## src/verilog/obp_defs.svh

```systemverilog
// Offsets, field positions, reset values and timing for the power/mask slice
`ifndef OBP_DEFS_SVH
`define OBP_DEFS_SVH

`define OBP_ADDR_W 8
`define OBP_DATA_W 8
`define OBP_OFF_BITS_W 24
`define OBP_DATA_PINS 16

`define OBP_ADDR_OFF_LOW 8'h0A
`define OBP_ADDR_OFF_MID 8'h0B
`define OBP_ADDR_OFF_HIGH 8'h0C
`define OBP_ADDR_KEEP_MASK 8'h0D
`define OBP_ADDR_SYNC_REF 8'h0E

`define OBP_RESET_BYTE 8'h00
`define OBP_READ_NONE 8'h00

// Keep-mask fields
`define OBP_KEEP_CLKBUF_BIT 3
`define OBP_KEEP_REFAMP_BIT 2
`define OBP_BANDGAP_BIT 1

// Sync/reference fields
`define OBP_PIN_SYNC_BIT 7
`define OBP_REG_SYNC_BIT 6
`define OBP_REG_SYNC_EN_BIT 5
`define OBP_REF_SRC_BIT 3
`define OBP_REF_SEL_HI 2
`define OBP_REF_SEL_LO 1
`define OBP_SE_CLK_BIT 0

// Position in the 24-bit off vector of each driver
`define OBP_SRC_D0 5'd0
`define OBP_SRC_D1 5'd1
`define OBP_SRC_D2 5'd2
`define OBP_SRC_D3 5'd3
`define OBP_SRC_D4 5'd4
`define OBP_SRC_D7 5'd7
`define OBP_SRC_D8 5'd8
`define OBP_SRC_FRAME 5'd12
`define OBP_SRC_D15 5'd13
`define OBP_SRC_D14 5'd14
`define OBP_SRC_D13 5'd15
`define OBP_SRC_D12 5'd16
`define OBP_SRC_D11 5'd17
`define OBP_SRC_D5 5'd20
`define OBP_SRC_D6 5'd21
`define OBP_SRC_D9 5'd22
`define OBP_SRC_D10 5'd23
`define OBP_SERIAL_CLK_BIT 3

// Wake-up timing
`define OBP_CLOCK_PERIOD_PS 4000
`define OBP_WAKE_SHORT_NS 1000
`define OBP_WAKE_LONG_NS 4000
`define OBP_WAKE_CNT_W 12
`define OBP_WAKE_CNT_ONE 12'h001
`define OBP_WAKE_CNT_ZERO 12'h000

`endif

```

## src/verilog/obp_pkg.sv

```systemverilog
// Types shared by the power/mask register slice
package obp_pkg;

	typedef enum logic [2:0] {
		OBP_SINGLE_RATE_PARALLEL_MODE = 3'b000,
		OBP_DOUBLE_RATE_PARALLEL_MODE = 3'b001,
		OBP_SERIAL_TWO_WIRE_MODE = 3'b011,
		OBP_SERIAL_ONE_WIRE_MODE = 3'b100,
		OBP_SERIAL_HALF_WIRE_MODE = 3'b101
	} obp_mode_type;

	typedef enum logic [1:0] {
		OBP_RUN = 2'b00,
		OBP_DOWN = 2'b01,
		OBP_WAKE = 2'b10
	} obp_wake_state_type;

endpackage : obp_pkg

```

## src/verilog/obp_regs.sv

```systemverilog
// Output-driver power-down, global power-down keep mask and sync/ref regs
`timescale 1ns/1ps
`include "obp_defs.svh"

module obp_regs
	import obp_pkg::*;
(
	input wire logic clock,
	input wire logic rst_n,
	input wire logic ce,
	input wire logic [`OBP_ADDR_W-1:0] reg_addr,
	input wire logic [`OBP_DATA_W-1:0] reg_wdata,
	input wire logic reg_write,
	input wire logic reg_read,
	output logic [`OBP_DATA_W-1:0] reg_rdata,
	output logic reg_rdata_valid,
	input wire logic whole_device_powerdown,
	input wire logic [2:0] output_mode,
	input wire logic serial_input_clock_enable_main,
	input wire logic serial_input_clock_enable_aux,
	input wire logic data_clock_out_powerdown,
	output logic [`OBP_OFF_BITS_W-1:0] output_driver_off_bits,
	output logic [`OBP_DATA_PINS-1:0] data_pin_driver_off,
	output logic frame_clock_out_driver_off,
	output logic serial_input_clock_receiver_on,
	output logic data_clock_out_driver_off,
	output logic sample_clock_buffer_off,
	output logic reference_amplifier_off,
	output logic bandgap_off,
	output logic core_off,
	output logic wake_complete,
	output logic serial_mode,
	output logic serial_clock_pin_conflict,
	output logic output_mode_legal,
	output logic pin_sync_select,
	output logic register_sync_trigger,
	output logic register_sync_enable,
	output logic register_sync_pulse,
	output logic reference_control_source,
	output logic [1:0] reference_select,
	output logic single_ended_clock_enable
);

	logic [`OBP_DATA_W-1:0] output_buffer_disable_low;
	logic [`OBP_DATA_W-1:0] output_buffer_disable_mid;
	logic [`OBP_DATA_W-1:0] output_buffer_disable_high;
	logic [`OBP_DATA_W-1:0] global_powerdown_keep_mask;
	logic [`OBP_DATA_W-1:0] sync_reference_control;
	logic [`OBP_DATA_W-1:0] next_output_buffer_disable_low;
	logic [`OBP_DATA_W-1:0] next_output_buffer_disable_mid;
	logic [`OBP_DATA_W-1:0] next_output_buffer_disable_high;
	logic [`OBP_DATA_W-1:0] next_global_powerdown_keep_mask;
	logic [`OBP_DATA_W-1:0] next_sync_reference_control;
	logic [`OBP_DATA_W-1:0] next_reg_rdata;
	logic next_reg_rdata_valid;

	logic next_sample_clock_buffer_off;
	logic next_reference_amplifier_off;
	logic next_bandgap_off;
	logic next_core_off;
	logic next_register_sync_pulse;
	logic next_serial_clock_pin_conflict;
	logic next_serial_mode;
	logic next_output_mode_legal;
	logic next_serial_input_clock_receiver_on;
	logic next_data_clock_out_driver_off;
	logic sync_trigger_seen;
	logic next_sync_trigger_seen;

	// Pin number to position in the 24-bit off vector
	function automatic logic [4:0] obp_pin_source(input int pin);
		logic [4:0] src;
		src = `OBP_SRC_D0;
		case (pin)
			0: src = `OBP_SRC_D0;
			1: src = `OBP_SRC_D1;
			2: src = `OBP_SRC_D2;
			3: src = `OBP_SRC_D3;
			4: src = `OBP_SRC_D4;
			5: src = `OBP_SRC_D5;
			6: src = `OBP_SRC_D6;
			7: src = `OBP_SRC_D7;
			8: src = `OBP_SRC_D8;
			9: src = `OBP_SRC_D9;
			10: src = `OBP_SRC_D10;
			11: src = `OBP_SRC_D11;
			12: src = `OBP_SRC_D12;
			13: src = `OBP_SRC_D13;
			14: src = `OBP_SRC_D14;
			15: src = `OBP_SRC_D15;
			default: src = `OBP_SRC_D0;
		endcase
		return src;
	endfunction : obp_pin_source

	// Register writes; reserved bits stored but unused
	always_comb begin
		next_output_buffer_disable_low = output_buffer_disable_low;
		next_output_buffer_disable_mid = output_buffer_disable_mid;
		next_output_buffer_disable_high = output_buffer_disable_high;
		next_global_powerdown_keep_mask = global_powerdown_keep_mask;
		next_sync_reference_control = sync_reference_control;
		if (reg_write) begin
			case (reg_addr)
				`OBP_ADDR_OFF_LOW: begin
					next_output_buffer_disable_low = reg_wdata;
				end
				`OBP_ADDR_OFF_MID: begin
					next_output_buffer_disable_mid = reg_wdata;
				end
				`OBP_ADDR_OFF_HIGH: begin
					next_output_buffer_disable_high = reg_wdata;
				end
				`OBP_ADDR_KEEP_MASK: begin
					next_global_powerdown_keep_mask = reg_wdata;
				end
				`OBP_ADDR_SYNC_REF: begin
					next_sync_reference_control = reg_wdata;
				end
				default: ;
			endcase
		end
	end

	always_ff @(posedge clock or negedge rst_n) begin
		if (!rst_n) begin
			output_buffer_disable_low <= `OBP_RESET_BYTE;
			output_buffer_disable_mid <= `OBP_RESET_BYTE;
			output_buffer_disable_high <= `OBP_RESET_BYTE;
			global_powerdown_keep_mask <= `OBP_RESET_BYTE;
			sync_reference_control <= `OBP_RESET_BYTE;
		end else if (ce) begin
			output_buffer_disable_low <= next_output_buffer_disable_low;
			output_buffer_disable_mid <= next_output_buffer_disable_mid;
			output_buffer_disable_high <= next_output_buffer_disable_high;
			global_powerdown_keep_mask <= next_global_powerdown_keep_mask;
			sync_reference_control <= next_sync_reference_control;
		end
	end

	// Read data holds until the next read; same-cycle write reads old
	always_comb begin
		next_reg_rdata = reg_rdata;
		next_reg_rdata_valid = 1'b0;
		if (reg_read) begin
			next_reg_rdata_valid = 1'b1;
			case (reg_addr)
				`OBP_ADDR_OFF_LOW: begin
					next_reg_rdata = output_buffer_disable_low;
				end
				`OBP_ADDR_OFF_MID: begin
					next_reg_rdata = output_buffer_disable_mid;
				end
				`OBP_ADDR_OFF_HIGH: begin
					next_reg_rdata = output_buffer_disable_high;
				end
				`OBP_ADDR_KEEP_MASK: begin
					next_reg_rdata = global_powerdown_keep_mask;
				end
				`OBP_ADDR_SYNC_REF: begin
					next_reg_rdata = sync_reference_control;
				end
				default: begin
					next_reg_rdata = `OBP_READ_NONE;
				end
			endcase
		end
	end

	always_ff @(posedge clock or negedge rst_n) begin
		if (!rst_n) begin
			reg_rdata <= `OBP_READ_NONE;
			reg_rdata_valid <= 1'b0;
		end else if (ce) begin
			reg_rdata <= next_reg_rdata;
			reg_rdata_valid <= next_reg_rdata_valid;
		end
	end

	assign output_driver_off_bits = {output_buffer_disable_high,
		output_buffer_disable_mid, output_buffer_disable_low};

	genvar g;
	generate
		for (g = 0; g < `OBP_DATA_PINS; g++) begin : gen_pin
			assign data_pin_driver_off[g] =
				output_driver_off_bits[obp_pin_source(g)];
		end
	endgenerate
	assign frame_clock_out_driver_off =
		output_driver_off_bits[`OBP_SRC_FRAME];

	// Sync/reference fields go straight from the register
	assign pin_sync_select = sync_reference_control[`OBP_PIN_SYNC_BIT];
	assign register_sync_trigger = sync_reference_control[`OBP_REG_SYNC_BIT];
	assign register_sync_enable =
		sync_reference_control[`OBP_REG_SYNC_EN_BIT];
	assign reference_control_source =
		sync_reference_control[`OBP_REF_SRC_BIT];
	assign reference_select =
		sync_reference_control[`OBP_REF_SEL_HI:`OBP_REF_SEL_LO];
	assign single_ended_clock_enable =
		sync_reference_control[`OBP_SE_CLK_BIT];

	// Power control, registered one cycle behind the request
	always_comb begin
		next_core_off = whole_device_powerdown;
		next_sample_clock_buffer_off = whole_device_powerdown &
			~global_powerdown_keep_mask[`OBP_KEEP_CLKBUF_BIT];
		next_reference_amplifier_off = whole_device_powerdown &
			~global_powerdown_keep_mask[`OBP_KEEP_REFAMP_BIT];
		// Inverted sense: set means the bandgap goes down too
		next_bandgap_off = whole_device_powerdown &
			global_powerdown_keep_mask[`OBP_BANDGAP_BIT];
		// Receiver enables live elsewhere, off bits never reach them
		next_serial_input_clock_receiver_on = serial_input_clock_enable_main |
			serial_input_clock_enable_aux;
		next_data_clock_out_driver_off = data_clock_out_powerdown;
	end

	always_ff @(posedge clock or negedge rst_n) begin
		if (!rst_n) begin
			core_off <= 1'b0;
			sample_clock_buffer_off <= 1'b0;
			reference_amplifier_off <= 1'b0;
			bandgap_off <= 1'b0;
			serial_input_clock_receiver_on <= 1'b0;
			data_clock_out_driver_off <= 1'b0;
		end else if (ce) begin
			core_off <= next_core_off;
			sample_clock_buffer_off <= next_sample_clock_buffer_off;
			reference_amplifier_off <= next_reference_amplifier_off;
			bandgap_off <= next_bandgap_off;
			serial_input_clock_receiver_on <=
				next_serial_input_clock_receiver_on;
			data_clock_out_driver_off <= next_data_clock_out_driver_off;
		end
	end

	// Mode decode and the shared serial clock pin check
	always_comb begin
		next_output_mode_legal = 1'b1;
		next_serial_mode = 1'b0;
		unique case (output_mode)
			OBP_SINGLE_RATE_PARALLEL_MODE,
			OBP_DOUBLE_RATE_PARALLEL_MODE: next_serial_mode = 1'b0;
			OBP_SERIAL_TWO_WIRE_MODE,
			OBP_SERIAL_ONE_WIRE_MODE,
			OBP_SERIAL_HALF_WIRE_MODE: next_serial_mode = 1'b1;
			default: next_output_mode_legal = 1'b0;
		endcase
		// Shared pin would fight the incoming serial clock
		next_serial_clock_pin_conflict = next_serial_mode &
			~output_buffer_disable_low[`OBP_SERIAL_CLK_BIT];
	end

	always_ff @(posedge clock or negedge rst_n) begin
		if (!rst_n) begin
			output_mode_legal <= 1'b1;
			serial_mode <= 1'b0;
			serial_clock_pin_conflict <= 1'b0;
		end else if (ce) begin
			output_mode_legal <= next_output_mode_legal;
			serial_mode <= next_serial_mode;
			serial_clock_pin_conflict <= next_serial_clock_pin_conflict;
		end
	end

	// Every change of the trigger bit counts, not just rising
	always_comb begin
		next_sync_trigger_seen = register_sync_trigger;
		next_register_sync_pulse = register_sync_enable &
			(register_sync_trigger ^ sync_trigger_seen);
	end

	always_ff @(posedge clock or negedge rst_n) begin
		if (!rst_n) begin
			sync_trigger_seen <= 1'b0;
			register_sync_pulse <= 1'b0;
		end else if (ce) begin
			sync_trigger_seen <= next_sync_trigger_seen;
			register_sync_pulse <= next_register_sync_pulse;
		end
	end

	obp_wake_timer u_wake (
		.clock(clock),
		.rst_n(rst_n),
		.ce(ce),
		.powerdown(core_off),
		.bandgap_off(bandgap_off),
		.awake(wake_complete)
	);

endmodule : obp_regs

```

## src/verilog/obp_wake_timer.sv

```systemverilog
// Wake-up sequencer: longer settling when the bandgap was powered down
`timescale 1ns/1ps
`include "obp_defs.svh"

module obp_wake_timer
	import obp_pkg::*;
(
	input wire logic clock,
	input wire logic rst_n,
	input wire logic ce,
	input wire logic powerdown,
	input wire logic bandgap_off,
	output logic awake
);

	localparam int SHORT_CYC = (`OBP_WAKE_SHORT_NS * 1000
		+ `OBP_CLOCK_PERIOD_PS - 1) / `OBP_CLOCK_PERIOD_PS;
	localparam int LONG_CYC = (`OBP_WAKE_LONG_NS * 1000
		+ `OBP_CLOCK_PERIOD_PS - 1) / `OBP_CLOCK_PERIOD_PS;

	obp_wake_state_type state;
	obp_wake_state_type next_state;
	logic [`OBP_WAKE_CNT_W-1:0] count;
	logic [`OBP_WAKE_CNT_W-1:0] next_count;
	logic bandgap_was_off;
	logic next_bandgap_was_off;
	logic next_awake;

	always_comb begin
		next_state = state;
		next_count = count;
		next_bandgap_was_off = bandgap_was_off;
		unique case (state)
			OBP_RUN: begin
				if (powerdown) begin
					next_state = OBP_DOWN;
					next_bandgap_was_off = bandgap_off;
				end
			end
			OBP_DOWN: begin
				// Bandgap flag drops with the core; wake uses latched copy
				if (powerdown) begin
					next_bandgap_was_off = bandgap_off;
				end
				if (!powerdown) begin
					next_state = OBP_WAKE;
					next_count = bandgap_was_off ?
						`OBP_WAKE_CNT_W'(LONG_CYC) :
						`OBP_WAKE_CNT_W'(SHORT_CYC);
				end
			end
			OBP_WAKE: begin
				if (powerdown) begin
					next_state = OBP_DOWN;
					next_bandgap_was_off = bandgap_off;
				end else if (count == `OBP_WAKE_CNT_ONE) begin
					next_state = OBP_RUN;
					next_count = `OBP_WAKE_CNT_ZERO;
				end else begin
					next_count = count - `OBP_WAKE_CNT_ONE;
				end
			end
			default: begin
				next_state = OBP_RUN;
			end
		endcase
		next_awake = (next_state == OBP_RUN);
	end

	always_ff @(posedge clock or negedge rst_n) begin
		if (!rst_n) begin
			state <= OBP_RUN;
			count <= `OBP_WAKE_CNT_ZERO;
			bandgap_was_off <= 1'b0;
			awake <= 1'b1;
		end else if (ce) begin
			state <= next_state;
			count <= next_count;
			bandgap_was_off <= next_bandgap_was_off;
			awake <= next_awake;
		end
	end

endmodule : obp_wake_timer

```

## config.mk

```make
export PLATFORM = sky130hd
export DESIGN_NAME = obp_regs
export DESIGN_NICKNAME = d
export VERILOG_FILES = /design/src/verilog/obp_pkg.sv /design/src/verilog/obp_regs.sv /design/src/verilog/obp_wake_timer.sv
export VERILOG_INCLUDE_DIRS = /design/src /design/src/verilog
export SDC_FILE = /design/constraint.sdc
export NUM_CORES = 1
export LEC_CHECK = 0
export BUFFER_PORTS_ARGS = -buffer_cell sky130_fd_sc_hd__buf_2
export CAP_MARGIN = 5
export CORE_UTILIZATION = 55
export CTS_BUF_LIST = sky130_fd_sc_hd__clkbuf_4
export DETAILED_ROUTE_END_ITERATION = 10
export GPL_TIMING_DRIVEN = 0
export PLACE_DENSITY_LB_ADDON = 0.3
export SYNTH_ARGS = -nofsm -noshare
export SYNTH_HDL_FRONTEND = slang
export SYNTH_SLANG_ARGS = --single-unit
```

## constraint.sdc

```tcl
create_clock -name clock -period 3.9 [get_ports clock]
set_input_delay 0.195 -clock clock [delete_from_list [all_inputs] [get_ports clock]]
set_output_delay 0.195 -clock clock [all_outputs]
set_load 0.02 [all_outputs]
```

==> run metrics <==
share of cells above drive strength 1 0.450; Worst setup EP type register; Hold Path End serial_input_clock_receiver_on; Peak supply drop 0.000303 V; FF+latch count, synth 76; Reg-to-Reg End u_wake.count[8]; Initial Util 0.567; Tightest Pin Transition 0.811 ns; internal power 1380 uW; Chip Height 85.5 um; Antenna Nets Post-Route 0; Clock Tree Buf Depth 2; post-synthesis sequential area ratio 0.497; drc violations 0; commonest cells after routing, fill and taps aside 98 x buf_2, 74 x dfrtp_1, 44 x mux2_2, 20 x buf_4; Leak 0.00239 uW; fin area 4660 um^2; post-synth top area share 0.483; critical path peak fanout 4; I/O Buffers 94; Reg clk slew, reported paths 0.13 ns; Via density 6.00; Sw Ratio 0.273; Die ar. 7300 um^2; ANT cells 0; I/O pins 96; max-cap viol count 0; drt first pass iters 6; worst hold path depth 3; critical path class register to register; FMAX 0.489 GHz; HPWL after DPL 6370 um; dpl ws 1.78 ns; worst skew pair latency 0.43 ns; Psw 517 uW; ys async rst share 1.00; register-to-register setup slack 1.86 ns; WL final 9150 um; Final min period 2.04 ns; CTS tree yes; synth top area cells dfrtp_1 48%, mux2_2 13%, buf_4 3.7%, a221oi_1 3.2%, mux2_4 3.1%; pwr/cell area 407 nW/um^2; final setup skew 0.0222 ns; final setup fails 0; leading register cell type out of synthesis dfrtp_1; mapped cell area 3830 um^2; Critical-path top delay cell or4b_1; Iter 0 DRT Violations 133; R2R cell count 6; via count 3,108; Synth Instances 325; Critical Path Start Type register; syn_nets 355; grt total ovfl 0; CORE AREA 6760 um^2; final max-slew violation count 0; Syn. warnings 0; min-delay src serial_input_clock_enable_main; Root Buffer Master clkbuf_4; Worst R2R Start u_wake.count[0]; Mean Syn Cell Area 11.8 um^2; final worst path period share 0.524; post_cts resized 0; DP Area 4430 um^2; RSZ-0062 raised after global routing no; GP Congestion 0.818; PnR worst setup slack 1.86 ns; gr usage total 0.263; Final Hold Viols 0; chip width 85.5 um; Post-synth EDFFs 0; Synth area leader dfrtp_1; worst path arrival time 2.35 ns; final setup TNS 0 ns; clock buffers created by TritonCTS 9; Logic pwr share 0.168; Min-Delay Path Class input pin to register; commonest non-fill, non-tap cell in the layout buf_2; Distinct cells, synth 58; crit-path cells inv_1 > ha_1 > or4b_1 > or2_1 > o311ai_0 > nand3_1; nets@finish 463; H-tree depth 3; vias in the first global route 2,979; clock sink total 76; Row Count 30; status completed; Rel. slew slack 0.455; antenna violations before repair 0; Clk pwr share 0.355; largest net degree at the start of global routing 47; area delta synth->final 21.6%; DR WL/cell 17.7 um; Flop pwr share 0.478; Required @ worst endpoint 4.21 ns; first-pass GRT wire length 14,600 um; max incr delay on CP 0.50 ns
==> state kept, by name (all words and copies together) (netlist names), 2 cells and up <==
name,count
sync_reference_control,8
reg_rdata,8
output_buffer_disable_high,8
global_powerdown_keep_mask,8
u_wake.count,12
u_wake.state,2
output_buffer_disable_mid,8
output_buffer_disable_low,8
==> cell families after synthesis <==
kind of cell | after synthesis | synth area share
AO/OA/AOI/OAI | 72 | 0.137
XOR/XNOR | 1 | 0.00229
adder cells (fa/ha/maj) | 2 | 0.00653
buffers and inverters | 46 | 0.0696
flip-flops | 76 | 0.497
multiplexers | 54 | 0.166
AND/OR/NAND/NOR | 74 | 0.122
==> synthesized netlist by cell type, types with 4 or more instances <==
master    count
nand3b_1      4
buf_2         5
nor2_1       13
a21oi_1      10
nor3_1        4
mux2_2       44
mux2_4        8
inv_1        12
buf_4        19
dfrtp_1      74
nor2b_1       7
nand2_1      14
nand3_1       8
clkbuf_1      4
o21ai_0      13
a22o_1        4
a221oi_1     14
o41ai_1       6
==> through the flow <==
step                      std cells  power [uW]   util  hold WS, ns
after global placement          499        1220  0.651        0.429
after global routing            518        1970  0.689       0.0319
final                           518        1890  0.689       0.0456
after CTS                       518        1900  0.689       0.0283
after detailed placement        500        1230  0.656        0.168
after floorplan                 325        1120      -       -0.101
==> worst max path at each step <==
stage | slack (ns) | start | to | cells past startpoint
floorplan | 2.05 | u_wake.count[0] | u_wake.count[8] | 6
global placement | 1.78 | reg_addr[5] | sync_reference_control[5] | 6
detailed placement | 1.78 | reg_addr[5] | output_buffer_disable_low[6] | 6
CTS | 1.85 | u_wake.count[0] | u_wake.count[8] | 6
global route | 1.71 | u_wake.count[0] | u_wake.count[8] | 6
finish | 1.86 | u_wake.count[0] | u_wake.count[8] | 6
==> metal layers <==
metal,wire [um],vias up,global-route usage
met5,0,-,0
met3,512,18,0.0613
met2,4610,113,0.438
li1,-,1425,-
met4,169,0,0.0939
met1,3860,1552,0.337
==> final cells by class <==
class / instances / area, um^2
Buffer: 33 / 218
Clock inverter: 5 / 124
Inverter: 13 / 48.8
Timing Repair Buffer: 97 / 520
Sequential cell: 76 / 1900
Multi-Input combinational cell: 203 / 1660
Tap cell: 80 / 100
Clock buffer: 11 / 82.6
Fill cell: 525 / 2100
==> critical path: cells and delay by family (launching register included) <==
family                   cells  cell delay [ns]
AND/OR/NAND/NOR              3             0.90
adder cells (fa/ha/maj)      1             0.21
flip-flops                   1             0.42
AO/OA/AOI/OAI                1             0.31
buffers and inverters        1             0.10
==> power groups by stage <==
stage	logic, uW	clock network, uW	registers, uW
after floorplan	183	0	933
after global placement	302	0	915
after detailed placement	314	0	920
after CTS	317	678	905
after global routing	351	708	916
final	317	672	905
==> what timing repair did <==
action | 4_1_cts | 5_1_grt
setup buffers | 0 | 0
setup endpoints to repair | 0 | 0
hold buffers | 2 | 0
hold endpoints to repair | 29 | 0
Note: power is estimated with default switching activity, not from simulation.
